## src/inc/flc_params.svh

```systemverilog
// constants of the fast ethernet line coder: symbols, levels, frame sizes and timing
`ifndef FLC_PARAMS_SVH
`define FLC_PARAMS_SVH

// control symbols
`define FLC_SYM_IDLE 5'h1f
`define FLC_SYM_SSD1 5'h18
`define FLC_SYM_SSD2 5'h11
`define FLC_SYM_ESD1 5'h0d
`define FLC_SYM_ESD2 5'h07
`define FLC_SYM_HALT 5'h04
`define FLC_NIB_SSD 4'h5

// serial position of the last bit of a symbol (msb goes first)
`define FLC_SYM_LAST 3'h4

// two-bit line levels for the analog driver
`define FLC_MLT_LOW 2'h0
`define FLC_MLT_MID 2'h1
`define FLC_MLT_HIGH 2'h2

// scrambler taps of the 11-bit self-synchronising polynomial
`define FLC_SCR_TAP_A 10
`define FLC_SCR_TAP_B 8

// clock cycles per serial symbol bit
`define FLC_BIT_DIV 8'h01

// frame layout in octets
`define FLC_PRE_OCT 12'h008
`define FLC_DA_OCT 12'h006
`define FLC_SA_OCT 12'h006
`define FLC_LEN_OCT 12'h002
`define FLC_PAY_MIN_OCT 12'h02e
`define FLC_PAY_MAX_OCT 12'h5dc
`define FLC_FCS_OCT 12'h004

`endif

```

## src/inc/flc_pkg.sv

```systemverilog
// types of the fast ethernet line coder
package flc_pkg;

  // nibble stream from the media access side
  typedef struct packed {
    logic en;
    logic err;
    logic [3:0] nibble;
  } flc_tx_s;

  // nibble stream toward the media access side
  typedef struct packed {
    logic dv;
    logic valid;
    logic [3:0] nibble;
    logic err;
    logic lenErr;
  } flc_rx_s;

  typedef enum logic [5:0] {
    TS_IDLE = 6'h01,
    TS_SSD1 = 6'h02,
    TS_SSD2 = 6'h04,
    TS_DATA = 6'h08,
    TS_ESD1 = 6'h10,
    TS_ESD2 = 6'h20
  } flc_tx_state_e;

  typedef enum logic [2:0] {
    RS_HUNT = 3'h1,
    RS_FRAME = 3'h2,
    RS_ENDCHK = 3'h4
  } flc_rx_state_e;

endpackage

```

## src/verilog/flc_line_coder.sv

```systemverilog
// transmit 4b/5b, nrzi and three-level line coding and receive nrzi and 4b/5b decoding path of a 100 Mb/s port
`timescale 1ns/1ps
`include "flc_params.svh"

module flc_line_coder (
  input wire logic core_clk,
  input wire logic rst_b,
  input wire logic tpModePin,
  input wire flc_pkg::flc_tx_s txIn,
  output logic txTake,
  output logic txNrzi,
  output logic [1:0] txMlt3Lvl,
  input wire logic rxLinePin,
  output flc_pkg::flc_rx_s rxOut
);

  // ----------------------------------------------------------------
  // code tables
  // ----------------------------------------------------------------
  function automatic logic [4:0] encNibble(input logic [3:0] nib);
    logic [4:0] sym;
    sym = `FLC_SYM_IDLE;
    case (nib)
      4'h0: sym = 5'h1e;
      4'h1: sym = 5'h09;
      4'h2: sym = 5'h14;
      4'h3: sym = 5'h15;
      4'h4: sym = 5'h0a;
      4'h5: sym = 5'h0b;
      4'h6: sym = 5'h0e;
      4'h7: sym = 5'h0f;
      4'h8: sym = 5'h12;
      4'h9: sym = 5'h13;
      4'ha: sym = 5'h16;
      4'hb: sym = 5'h17;
      4'hc: sym = 5'h1a;
      4'hd: sym = 5'h1b;
      4'he: sym = 5'h1c;
      default: sym = 5'h1d;
    endcase
    return sym;
  endfunction

  // returns {isData, nibble}; control and invalid symbols give isData low
  function automatic logic [4:0] decSymbol(input logic [4:0] sym);
    logic [4:0] res;
    res = 5'h00;
    case (sym)
      5'h1e: res = 5'h10;
      5'h09: res = 5'h11;
      5'h14: res = 5'h12;
      5'h15: res = 5'h13;
      5'h0a: res = 5'h14;
      5'h0b: res = 5'h15;
      5'h0e: res = 5'h16;
      5'h0f: res = 5'h17;
      5'h12: res = 5'h18;
      5'h13: res = 5'h19;
      5'h16: res = 5'h1a;
      5'h17: res = 5'h1b;
      5'h1a: res = 5'h1c;
      5'h1b: res = 5'h1d;
      5'h1c: res = 5'h1e;
      5'h1d: res = 5'h1f;
      default: res = 5'h00;
    endcase
    return res;
  endfunction

  // self-synchronising scrambler feedback, shared by both directions
  function automatic logic scrTap(input logic [10:0] sr);
    return sr[`FLC_SCR_TAP_A] ^ sr[`FLC_SCR_TAP_B];
  endfunction

  // ----------------------------------------------------------------
  // bit-rate enable and input synchronisers
  // ----------------------------------------------------------------
  logic [7:0] divCnt_ff, nxt_divCnt;
  logic bitEn;
  logic tpS1_ff, tpS2_ff, rxS1_ff, rxS2_ff;

  assign bitEn = (divCnt_ff == (`FLC_BIT_DIV - 8'h01));

  always_comb begin
    nxt_divCnt = bitEn ? 8'h00 : divCnt_ff + 8'h01;
  end

  always_ff @(posedge core_clk) begin
    if (!rst_b) begin
      divCnt_ff <= 8'h00;
      tpS1_ff <= 1'b0;
      tpS2_ff <= 1'b0;
      rxS1_ff <= 1'b0;
      rxS2_ff <= 1'b0;
    end else begin
      divCnt_ff <= nxt_divCnt;
      tpS1_ff <= tpModePin;
      tpS2_ff <= tpS1_ff;
      rxS1_ff <= rxLinePin;
      rxS2_ff <= rxS1_ff;
    end
  end

  // ----------------------------------------------------------------
  // transmit symbol sequencer
  // ----------------------------------------------------------------
  flc_pkg::flc_tx_state_e txState_ff, nxt_txState;
  logic [4:0] txSh_ff, nxt_txSh;
  logic [2:0] txCnt_ff, nxt_txCnt;
  logic txBit;

  // the mac presents its frame from the first preamble nibble; the first two
  // nibbles are swallowed by the start pair
  always_comb begin
    nxt_txState = txState_ff;
    nxt_txSh = txSh_ff;
    nxt_txCnt = txCnt_ff;
    txTake = 1'b0;
    if (bitEn) begin
      if (txCnt_ff == `FLC_SYM_LAST) begin
        nxt_txCnt = 3'h0;
        case (txState_ff)
          flc_pkg::TS_SSD1: begin
            nxt_txSh = `FLC_SYM_SSD2;
            txTake = 1'b1;
            nxt_txState = flc_pkg::TS_SSD2;
          end
          flc_pkg::TS_SSD2, flc_pkg::TS_DATA: begin
            if (txIn.en) begin
              nxt_txSh = txIn.err ? `FLC_SYM_HALT : encNibble(txIn.nibble);
              txTake = 1'b1;
              nxt_txState = flc_pkg::TS_DATA;
            end else begin
              nxt_txSh = `FLC_SYM_ESD1;
              nxt_txState = flc_pkg::TS_ESD1;
            end
          end
          flc_pkg::TS_ESD1: begin
            nxt_txSh = `FLC_SYM_ESD2;
            nxt_txState = flc_pkg::TS_ESD2;
          end
          default: begin
            if (txIn.en) begin
              nxt_txSh = `FLC_SYM_SSD1;
              txTake = 1'b1;
              nxt_txState = flc_pkg::TS_SSD1;
            end else begin
              nxt_txSh = `FLC_SYM_IDLE;
              nxt_txState = flc_pkg::TS_IDLE;
            end
          end
        endcase
      end else begin
        nxt_txSh = {txSh_ff[3:0], 1'b0};
        nxt_txCnt = txCnt_ff + 3'h1;
      end
    end
  end

  always_ff @(posedge core_clk) begin
    if (!rst_b) begin
      txState_ff <= flc_pkg::TS_IDLE;
      txSh_ff <= `FLC_SYM_IDLE;
      txCnt_ff <= 3'h0;
    end else begin
      txState_ff <= nxt_txState;
      txSh_ff <= nxt_txSh;
      txCnt_ff <= nxt_txCnt;
    end
  end

  assign txBit = txSh_ff[4];

  // ----------------------------------------------------------------
  // transmit line coder
  // ----------------------------------------------------------------
  logic [10:0] scr_ff, nxt_scr;
  logic nrzi_ff, nxt_nrzi, mltUp_ff, nxt_mltUp, scrBit;
  logic [1:0] mlt_ff, nxt_mlt;

  // fiber mode sends the plain symbol stream as nrzi and parks the three-level
  // output at middle, so the driver sees no activity on the unused path
  always_comb begin
    scrBit = txBit ^ (tpS2_ff & scrTap(scr_ff));
    nxt_scr = scr_ff;
    nxt_nrzi = nrzi_ff;
    nxt_mlt = mlt_ff;
    nxt_mltUp = mltUp_ff;
    if (bitEn) begin
      nxt_scr = {scr_ff[9:0], scrBit};
      nxt_nrzi = nrzi_ff ^ scrBit;
      if (!tpS2_ff) begin
        nxt_mlt = `FLC_MLT_MID;
        nxt_mltUp = 1'b1;
      end else if (scrBit) begin
        case (mlt_ff)
          `FLC_MLT_LOW: begin
            nxt_mlt = `FLC_MLT_MID;
            nxt_mltUp = 1'b1;
          end
          `FLC_MLT_HIGH: begin
            nxt_mlt = `FLC_MLT_MID;
            nxt_mltUp = 1'b0;
          end
          default: nxt_mlt = mltUp_ff ? `FLC_MLT_HIGH : `FLC_MLT_LOW;
        endcase
      end
    end
  end

  always_ff @(posedge core_clk) begin
    if (!rst_b) begin
      scr_ff <= 11'h000;
      nrzi_ff <= 1'b0;
      mlt_ff <= `FLC_MLT_MID;
      mltUp_ff <= 1'b1;
    end else begin
      scr_ff <= nxt_scr;
      nrzi_ff <= nxt_nrzi;
      mlt_ff <= nxt_mlt;
      mltUp_ff <= nxt_mltUp;
    end
  end

  assign txNrzi = nrzi_ff;
  assign txMlt3Lvl = mlt_ff;

  // ----------------------------------------------------------------
  // receive decoder
  // ----------------------------------------------------------------
  flc_pkg::flc_rx_state_e rxState_ff, nxt_rxState;
  logic rxPrev_ff, nxt_rxPrev, extra_ff, nxt_extra, rawBit, plainBit;
  logic [10:0] dsc_ff, nxt_dsc;
  logic [9:0] win_ff, nxt_win;
  logic [2:0] rxCnt_ff, nxt_rxCnt;
  logic [11:0] nibCnt_ff, nxt_nibCnt, octCnt, octMin, octMax;
  logic [4:0] decRes;
  flc_pkg::flc_rx_s rxOut_ff, nxt_rxOut;

  assign octMin = `FLC_PRE_OCT + `FLC_DA_OCT + `FLC_SA_OCT + `FLC_LEN_OCT
                  + `FLC_PAY_MIN_OCT + `FLC_FCS_OCT;
  assign octMax = `FLC_PRE_OCT + `FLC_DA_OCT + `FLC_SA_OCT + `FLC_LEN_OCT
                  + `FLC_PAY_MAX_OCT + `FLC_FCS_OCT;
  assign octCnt = {1'b0, nibCnt_ff[11:1]};

  always_comb begin
    rawBit = rxS2_ff ^ rxPrev_ff;
    plainBit = rawBit ^ (tpS2_ff & scrTap(dsc_ff));
    nxt_rxPrev = rxPrev_ff;
    nxt_dsc = dsc_ff;
    nxt_win = win_ff;
    nxt_rxState = rxState_ff;
    nxt_rxCnt = rxCnt_ff;
    nxt_nibCnt = nibCnt_ff;
    nxt_extra = extra_ff;
    nxt_rxOut = rxOut_ff;
    nxt_rxOut.valid = 1'b0;
    decRes = decSymbol(nxt_win[4:0]);
    if (bitEn) begin
      nxt_rxPrev = rxS2_ff;
      nxt_dsc = {dsc_ff[9:0], rawBit};
      nxt_win = {win_ff[8:0], plainBit};
      decRes = decSymbol(nxt_win[4:0]);
      nxt_rxCnt = rxCnt_ff + 3'h1;
      if (extra_ff) begin
        nxt_extra = 1'b0;
        nxt_rxOut.valid = 1'b1;
        nxt_rxOut.nibble = `FLC_NIB_SSD;
      end
      case (rxState_ff)
        flc_pkg::RS_HUNT: begin
          if (nxt_win == {`FLC_SYM_SSD1, `FLC_SYM_SSD2}) begin
            nxt_rxState = flc_pkg::RS_FRAME;
            nxt_rxCnt = 3'h0;
            nxt_nibCnt = 12'h002;
            nxt_extra = 1'b1;
            nxt_rxOut.dv = 1'b1;
            nxt_rxOut.valid = 1'b1;
            nxt_rxOut.nibble = `FLC_NIB_SSD;
            nxt_rxOut.err = 1'b0;
            nxt_rxOut.lenErr = 1'b0;
          end
        end
        flc_pkg::RS_FRAME: begin
          if (rxCnt_ff == `FLC_SYM_LAST) begin
            nxt_rxCnt = 3'h0;
            if (decRes[4]) begin
              nxt_rxOut.valid = 1'b1;
              nxt_rxOut.nibble = decRes[3:0];
              if (nibCnt_ff != 12'hfff) begin
                nxt_nibCnt = nibCnt_ff + 12'h001;
              end
            end else if (nxt_win[4:0] == `FLC_SYM_ESD1) begin
              nxt_rxState = flc_pkg::RS_ENDCHK;
            end else if (nxt_win[4:0] == `FLC_SYM_IDLE) begin
              // idle before the end pair: frame cut short
              nxt_rxState = flc_pkg::RS_HUNT;
              nxt_rxOut.dv = 1'b0;
              nxt_rxOut.err = 1'b1;
            end else begin
              nxt_rxOut.err = 1'b1;
            end
          end
        end
        default: begin
          if (rxCnt_ff == `FLC_SYM_LAST) begin
            nxt_rxCnt = 3'h0;
            nxt_rxState = flc_pkg::RS_HUNT;
            nxt_rxOut.dv = 1'b0;
            if (nxt_win[4:0] != `FLC_SYM_ESD2) begin
              nxt_rxOut.err = 1'b1;
            end
            // length is judged on whole octets from preamble to check field
            if (nibCnt_ff[0] || octCnt < octMin || octCnt > octMax) begin
              nxt_rxOut.lenErr = 1'b1;
            end
          end
        end
      endcase
    end
  end

  always_ff @(posedge core_clk) begin
    if (!rst_b) begin
      rxState_ff <= flc_pkg::RS_HUNT;
      rxPrev_ff <= 1'b0;
      dsc_ff <= 11'h000;
      win_ff <= 10'h000;
      rxCnt_ff <= 3'h0;
      nibCnt_ff <= 12'h000;
      extra_ff <= 1'b0;
      rxOut_ff <= '0;
    end else begin
      rxState_ff <= nxt_rxState;
      rxPrev_ff <= nxt_rxPrev;
      dsc_ff <= nxt_dsc;
      win_ff <= nxt_win;
      rxCnt_ff <= nxt_rxCnt;
      nibCnt_ff <= nxt_nibCnt;
      extra_ff <= nxt_extra;
      rxOut_ff <= nxt_rxOut;
    end
  end

  assign rxOut = rxOut_ff;

endmodule
```

## config.mk

```make
export PLATFORM = sky130hd
export DESIGN_NAME = flc_line_coder
export DESIGN_NICKNAME = d
export VERILOG_FILES = /design/src/inc/flc_pkg.sv /design/src/verilog/flc_line_coder.sv
export VERILOG_INCLUDE_DIRS = /design/src /design/src/inc
export SDC_FILE = /design/constraint.sdc
export NUM_CORES = 1
export LEC_CHECK = 0
export BUFFER_PORTS_ARGS = -buffer_cell sky130_fd_sc_hd__buf_4
export CORE_ASPECT_RATIO = 1.5
export CORE_MARGIN = 2
export CORE_UTILIZATION = 35
export DETAILED_ROUTE_END_ITERATION = 12
export PLACE_DENSITY_LB_ADDON = 0.08
export SYNTH_ARGS = -nofsm -noshare
export SYNTH_HDL_FRONTEND = slang
export SYNTH_SLANG_ARGS = --single-unit
```

## constraint.sdc

```tcl
create_clock -name core_clk -period 4.9 [get_ports core_clk]
set_input_delay 0.245 -clock core_clk [delete_from_list [all_inputs] [get_ports core_clk]]
set_output_delay 0.245 -clock core_clk [all_outputs]
set_load 0.05 [all_outputs]
```

==> impl_metrics.toml, run 1 <==
[min_path]
hold_path_class = "input port to flop"
hold_start = "tpModePin"
min_to = "tpS1_ff"
whs_path_depth = 2

[cts]
cts_sinks = 89
cts-buffers-inserted = 9
cts_buffer_depth = 2
clk_pin_slew_worst_paths_ps = 60
htree_levels = 3
cts_hold_buf = 0
cts-resized-gates = 0
cts_setup_buffers = 0
insertion_delay_ps = 340
cts_root_buf = "clkbuf_16"
cts_tree = "done"

[timing]
fin_crit_sh_pct = 64.1
fmax_ghz = 0.319
hold_viol = 0
slew_viol_final = 0
rsz0062_at_grt = "false"
min_period_ps = 3140
fin_setup_tns_ps = 0
relSlewSlack_pct = 42.7
fin_skew_ps = 7.89
worstMarginPinSlew_ps = 860
setup_viol = 0

[floorplan]
die_y_um = 137
die_w_um = 92.6
coreArea_um2 = 11500
start_util_pct = 35.8
pin_count = 22
rows = 48
fp.dieArea_um2 = 12700

[synth]
synth_cell_types = 57
seq_area_frac_synth_pct = 43.2
syn_inst = 517
async_flop_share_pct = 0
synth_edf_count = 0
netlist_area_um2 = 4120
synthFlopType = "dfxtp_1"
yosysWarnings = 0
synth_area_per_cell_um2 = 7.98
synth_seq_cells = 89
synth.net_count = 537

[global_routing]
grt_overflow_total = 0
grt_pass1_wl_um = 15600
grt_max_degree = 32
grtUsageTotal_pct = 15.4
grt_pass1_vias = 3297
antenna_found_initial = 0

[final_layout]
area_growth_pct = 13.0
drive_gt1_share_pct = 9.87
antennaDiodeCount = 0
final_util_pct = 40.4
nNetsFinal = 543
final_common_cell = "nand2_1"
final_cell_mix = "98 x nand2_1, 89 x dfxtp_1, 66 x a21oi_1"

[route]
drc = 0
routedWlPerCell_um = 13.4
drt_first_pass_iters = 4
wirelength_um = 9080
drt-vias-per-instance = 5.18
drt_iter0_drc = 136
ant_nets = 0
num_vias = 3508

[worst_setup_path]
startpoint_type = "flop"
regToRegEndpoint = "nibCnt_ff[11]"
cp.arrival_ps = 2890
timing.rr.start = "divCnt_ff[0]"
r2r_slack_ps = 2210
rr_worst_depth = 8
cp_max_fo = 23
crit_required_ps = 4660
crit_type = "flop to primary output"
cp-end-kind = "primary output"

[pwr]
cellPowerDensity_nw_per_um2 = 326
p_leak_uw = 0.00169
peakVddDrop_mv = 0.162

[place]
dpl.hpwl_um = 6240
routabilityCongestion = 0.849
io_buffers = 21

[flow_run]
drv_cap = 0

[outcome]
outcome = "finished, final reports clean"
==> synth_stat cells, drive strengths merged (3+ instances only) <==
master	n	area, µm²
nand2	99	372
o21a	4	30.0
or3	6	41.3
nand3	18	90.1
a21oi	66	330
nor3	13	65.1
nand2b	3	18.8
clkbuf	19	71.3
nor2b	3	18.8
a211oi	4	30.0
xor2	11	96.3
xnor2	8	70.1
nand4	3	18.8
mux2i	3	30.0
a31oi	7	58.8
inv	14	52.6
and3	9	57.6
nor2	45	169
and2	7	43.8
nor4	8	65.1
o21ai	18	90.1
o31ai	6	45.0
or4	4	30.0
buf	10	61.3
ha	10	125
dfxtp	89	1780
==> worst max-delay path: stages (launching register included) <==
cell and delay [ps]:
dfxtp_1 330, inv_1 60, ha_1 140, nor4b_1 350, and2_1 760, nand2_1 450
a21oi_1 240, buf_4 220
==> logic make-up (layout without fill, tap and decap cells) <==
kind of cell    count (synthesis)  count (layout)  share of synthesized area, %
simple gates                  228             228                          26.2
flops                          89              89                          43.2
compound gates                123             123                          17.9
fa+ha+maj                      10              10                          3.03
xor+xnor                       19              19                          4.04
mux                             4               4                          1.00
buf+inv                        44              54                          4.58
==> final cells by class <==
| cell class | instances | area [µm²] |
|---|---|---|
| tap | 150 | 188 |
| fill | 1211 | 6870 |
| clock buffer | 12 | 256 |
| sequential | 89 | 1780 |
| multi-input combinational | 384 | 2160 |
| clock inverter | 3 | 40.0 |
| timing repair buffer | 24 | 180 |
| inverter | 15 | 56.3 |
==> per-stage QoR <==
stage	worst slack, ps	total power [µW]	area [µm²]	hold slack (ps)	std cells
finish	1760	1520	4660	114	677
global route	1430	1580	4660	113	677
CTS	1700	1540	4660	105	677
detailed placement	2060	847	4360	426	662
global placement	2110	846	4360	427	662
floorplan	2590	823	4120	372	517
==> flip-flops by register name, summed over array words and instances, names as in the netlist, 5 cells and up <==
register	count
divCnt_ff	8
dsc_ff	11
nibCnt_ff	12
rxOut	8
scr_ff	11
txSh_ff	5
txState_ff	6
win_ff	9
==> layer usage <==
layer | vias to the layer above | global-route usage [%] | wire length (µm)
met4 | 0 | 8.09 | 240
li1 | 1813 | - | -
met3 | 14 | 2.15 | 178
met2 | 39 | 27.1 | 4540
met5 | - | 0 | 0
met1 | 1642 | 18.0 | 4120
==> worst max path at each step <==
stage	end	slack, ps	cells past startpoint	from
floorplan	txTake	2590	7	divCnt_ff[0]
global placement	txTake	2110	7	divCnt_ff[0]
detailed placement	txTake	2060	7	divCnt_ff[0]
CTS	txTake	1700	7	divCnt_ff[0]
global route	txTake	1430	7	divCnt_ff[1]
finish	txTake	1760	7	divCnt_ff[0]
==> where the power goes <==
| part | total [µW] | switching, µW | internal [µW] |
|---|---|---|---|
| Sequential | 752 | 12.7 | 739 |
| Combinational | 78.6 | 48.6 | 30.0 |
| Clock | 686 | 268 | 418 |
Note: power is estimated with default switching activity, not from simulation.
==> run 2, diff against run 1 <==
clock period = 3.3 ns   (was 4.9 ns; I/O delays follow)
==> impl_metrics.toml, run 2 (synthesized netlist as in run 1, its figures left out) <==
[outcome]
outcome = "finished, final reports clean"

[cts]
cts_buffer_depth = 2
cts_root_buf = "clkbuf_16"
cts_sinks = 89
insertion_delay_ps = 330
cts_hold_buf = 0
cts_tree = "done"
clk_pin_slew_worst_paths_ps = 60
cts-resized-gates = 0
cts-buffers-inserted = 9
cts_setup_buffers = 0
htree_levels = 3

[place]
dp.cells = 665
io_buffers = 21
dpl.hpwl_um = 6710
routabilityCongestion = 0.811

[worst_setup_path]
cp-end-kind = "primary output"
crit_type = "flop to primary output"
cp.arrival_ps = 2670
slowest_stage = "and2_1"
crit_required_ps = 3130
timing.rr.start = "win_ff[1]"
rr_worst_depth = 8
startpoint_type = "flop"
cp_cell_sequence = "inv_1 > ha_1 > nor4b_1 > and2_1 > nand2_1 > a21oi_1 > buf_4"
startpoint = "divCnt_ff[0]"
r2r_slack_ps = 790
regToRegEndpoint = "nibCnt_ff[3]"
max_stage_delay_ps = 570
cp_max_fo = 15
crit_family = "simple AND/OR/NAND/NOR gates"
path_buf_inv = 2

[route]
drc = 0
drt_first_pass_iters = 4
routedWlPerCell_um = 13.9
drt-vias-per-instance = 5.17
drt_iter0_drc = 134
ant_nets = 0
wirelength_um = 9460
num_vias = 3514

[floorplan]
rows = 48
die_w_um = 92.6
coreArea_um2 = 11500
pin_count = 22
die_y_um = 137
start_util_pct = 35.8
fp.dieArea_um2 = 12700

[final_layout]
top_regs = "nibCnt_ff: 12 flops, dsc_ff: 11 flops, scr_ff: 11 flops"
final_cell_mix = "98 x nand2_1, 89 x dfxtp_1, 66 x a21oi_1"
top_register = "nibCnt_ff"
nFillCells = 1195
antennaDiodeCount = 0
nNetsFinal = 546
area_growth_pct = 14.3
largest_reg_flops = 12
final_common_cell = "nand2_1"
stdcell_count = 680
drive_gt1_share_pct = 10.6

[global_routing]
grt_pass1_wl_um = 16100
antenna_found_initial = 0
grtUsageTotal_pct = 15.9
grt_pass1_vias = 3371
grt_max_degree = 32
grt_overflow_total = 0

[min_path]
min_to = "tpS1_ff"
hold_start = "tpModePin"
hold_path_class = "input port to flop"
whs_path_depth = 2

[timing]
rsz0062_at_grt = "false"
worstMarginPinSlew_ps = 605
hold_viol = 0
fin_skew_ps = 4.37
relSlewSlack_pct = 59.4
min_period_ps = 2840
fmax_ghz = 0.352
holdWs_ps = 38.1
setup_viol = 0
fin_setup_tns_ps = 0
fin_crit_sh_pct = 86.0
slew_viol_final = 0

[pwr]
cellPowerDensity_nw_per_um2 = 498
peakVddDrop_mv = 0.225
p_leak_uw = 0.00171

[flow_run]
drv_cap = 0
[run 2: report_power, final]
part / total, µW / switching (µW) / internal [µW] / leakage [µW]
Sequential: 1120 / 18.8 / 1100 / 0.000722
Combinational: 120 / 74.0 / 45.5 / 0.000829
Clock: 1110 / 411 / 702 / 0.000158
[run 2: routing by layer]
layer / routed length (µm) / share of wire (%) / GRT usage (%) / vias to the layer above
met5: 0 / 0 / 0 / -
met4: 176 / 1.9 / 7.60 / 0
met3: 292 / 3.1 / 2.64 / 13
met2: 4960 / 52 / 28.6 / 52
met1: 4030 / 43 / 18.2 / 1636
li1: - / - / - / 1813
[run 2: how the worst max path moves through the flow]
stage | end | slack [ps] | depth (start not counted)
after detailed placement | nibCnt_ff[3] | 790 | 8
final | txTake | 460 | 7
after floorplan | txTake | 1070 | 7
after global placement | txTake | 860 | 7
after CTS | txTake | 420 | 7
after global routing | txTake | 210 | 7
[run 2: layout make-up]
cell class	instances	area [µm²]	share of cell area (%)
flip-flops and latches	89	1780	37.8
multi-input cells	384	2160	45.7
well taps	150	188	3.98
clock buffers	11	253	5.36
repair buffers	27	203	4.30
clock inverters	4	76.3	1.62
inverters	15	56.3	1.19
[run 2: through the flow]
stage               worst slack, ps  instance area [µm²]  power [µW]  util [%]
floorplan                      1070                 4120        1220         -
CTS                             421                 4710        2390      40.9
global route                    214                 4710        2450      40.9
global placement                860                 4380        1260      38.0
finish                          463                 4710        2350      40.9
detailed placement              789                 4380        1260      38.0
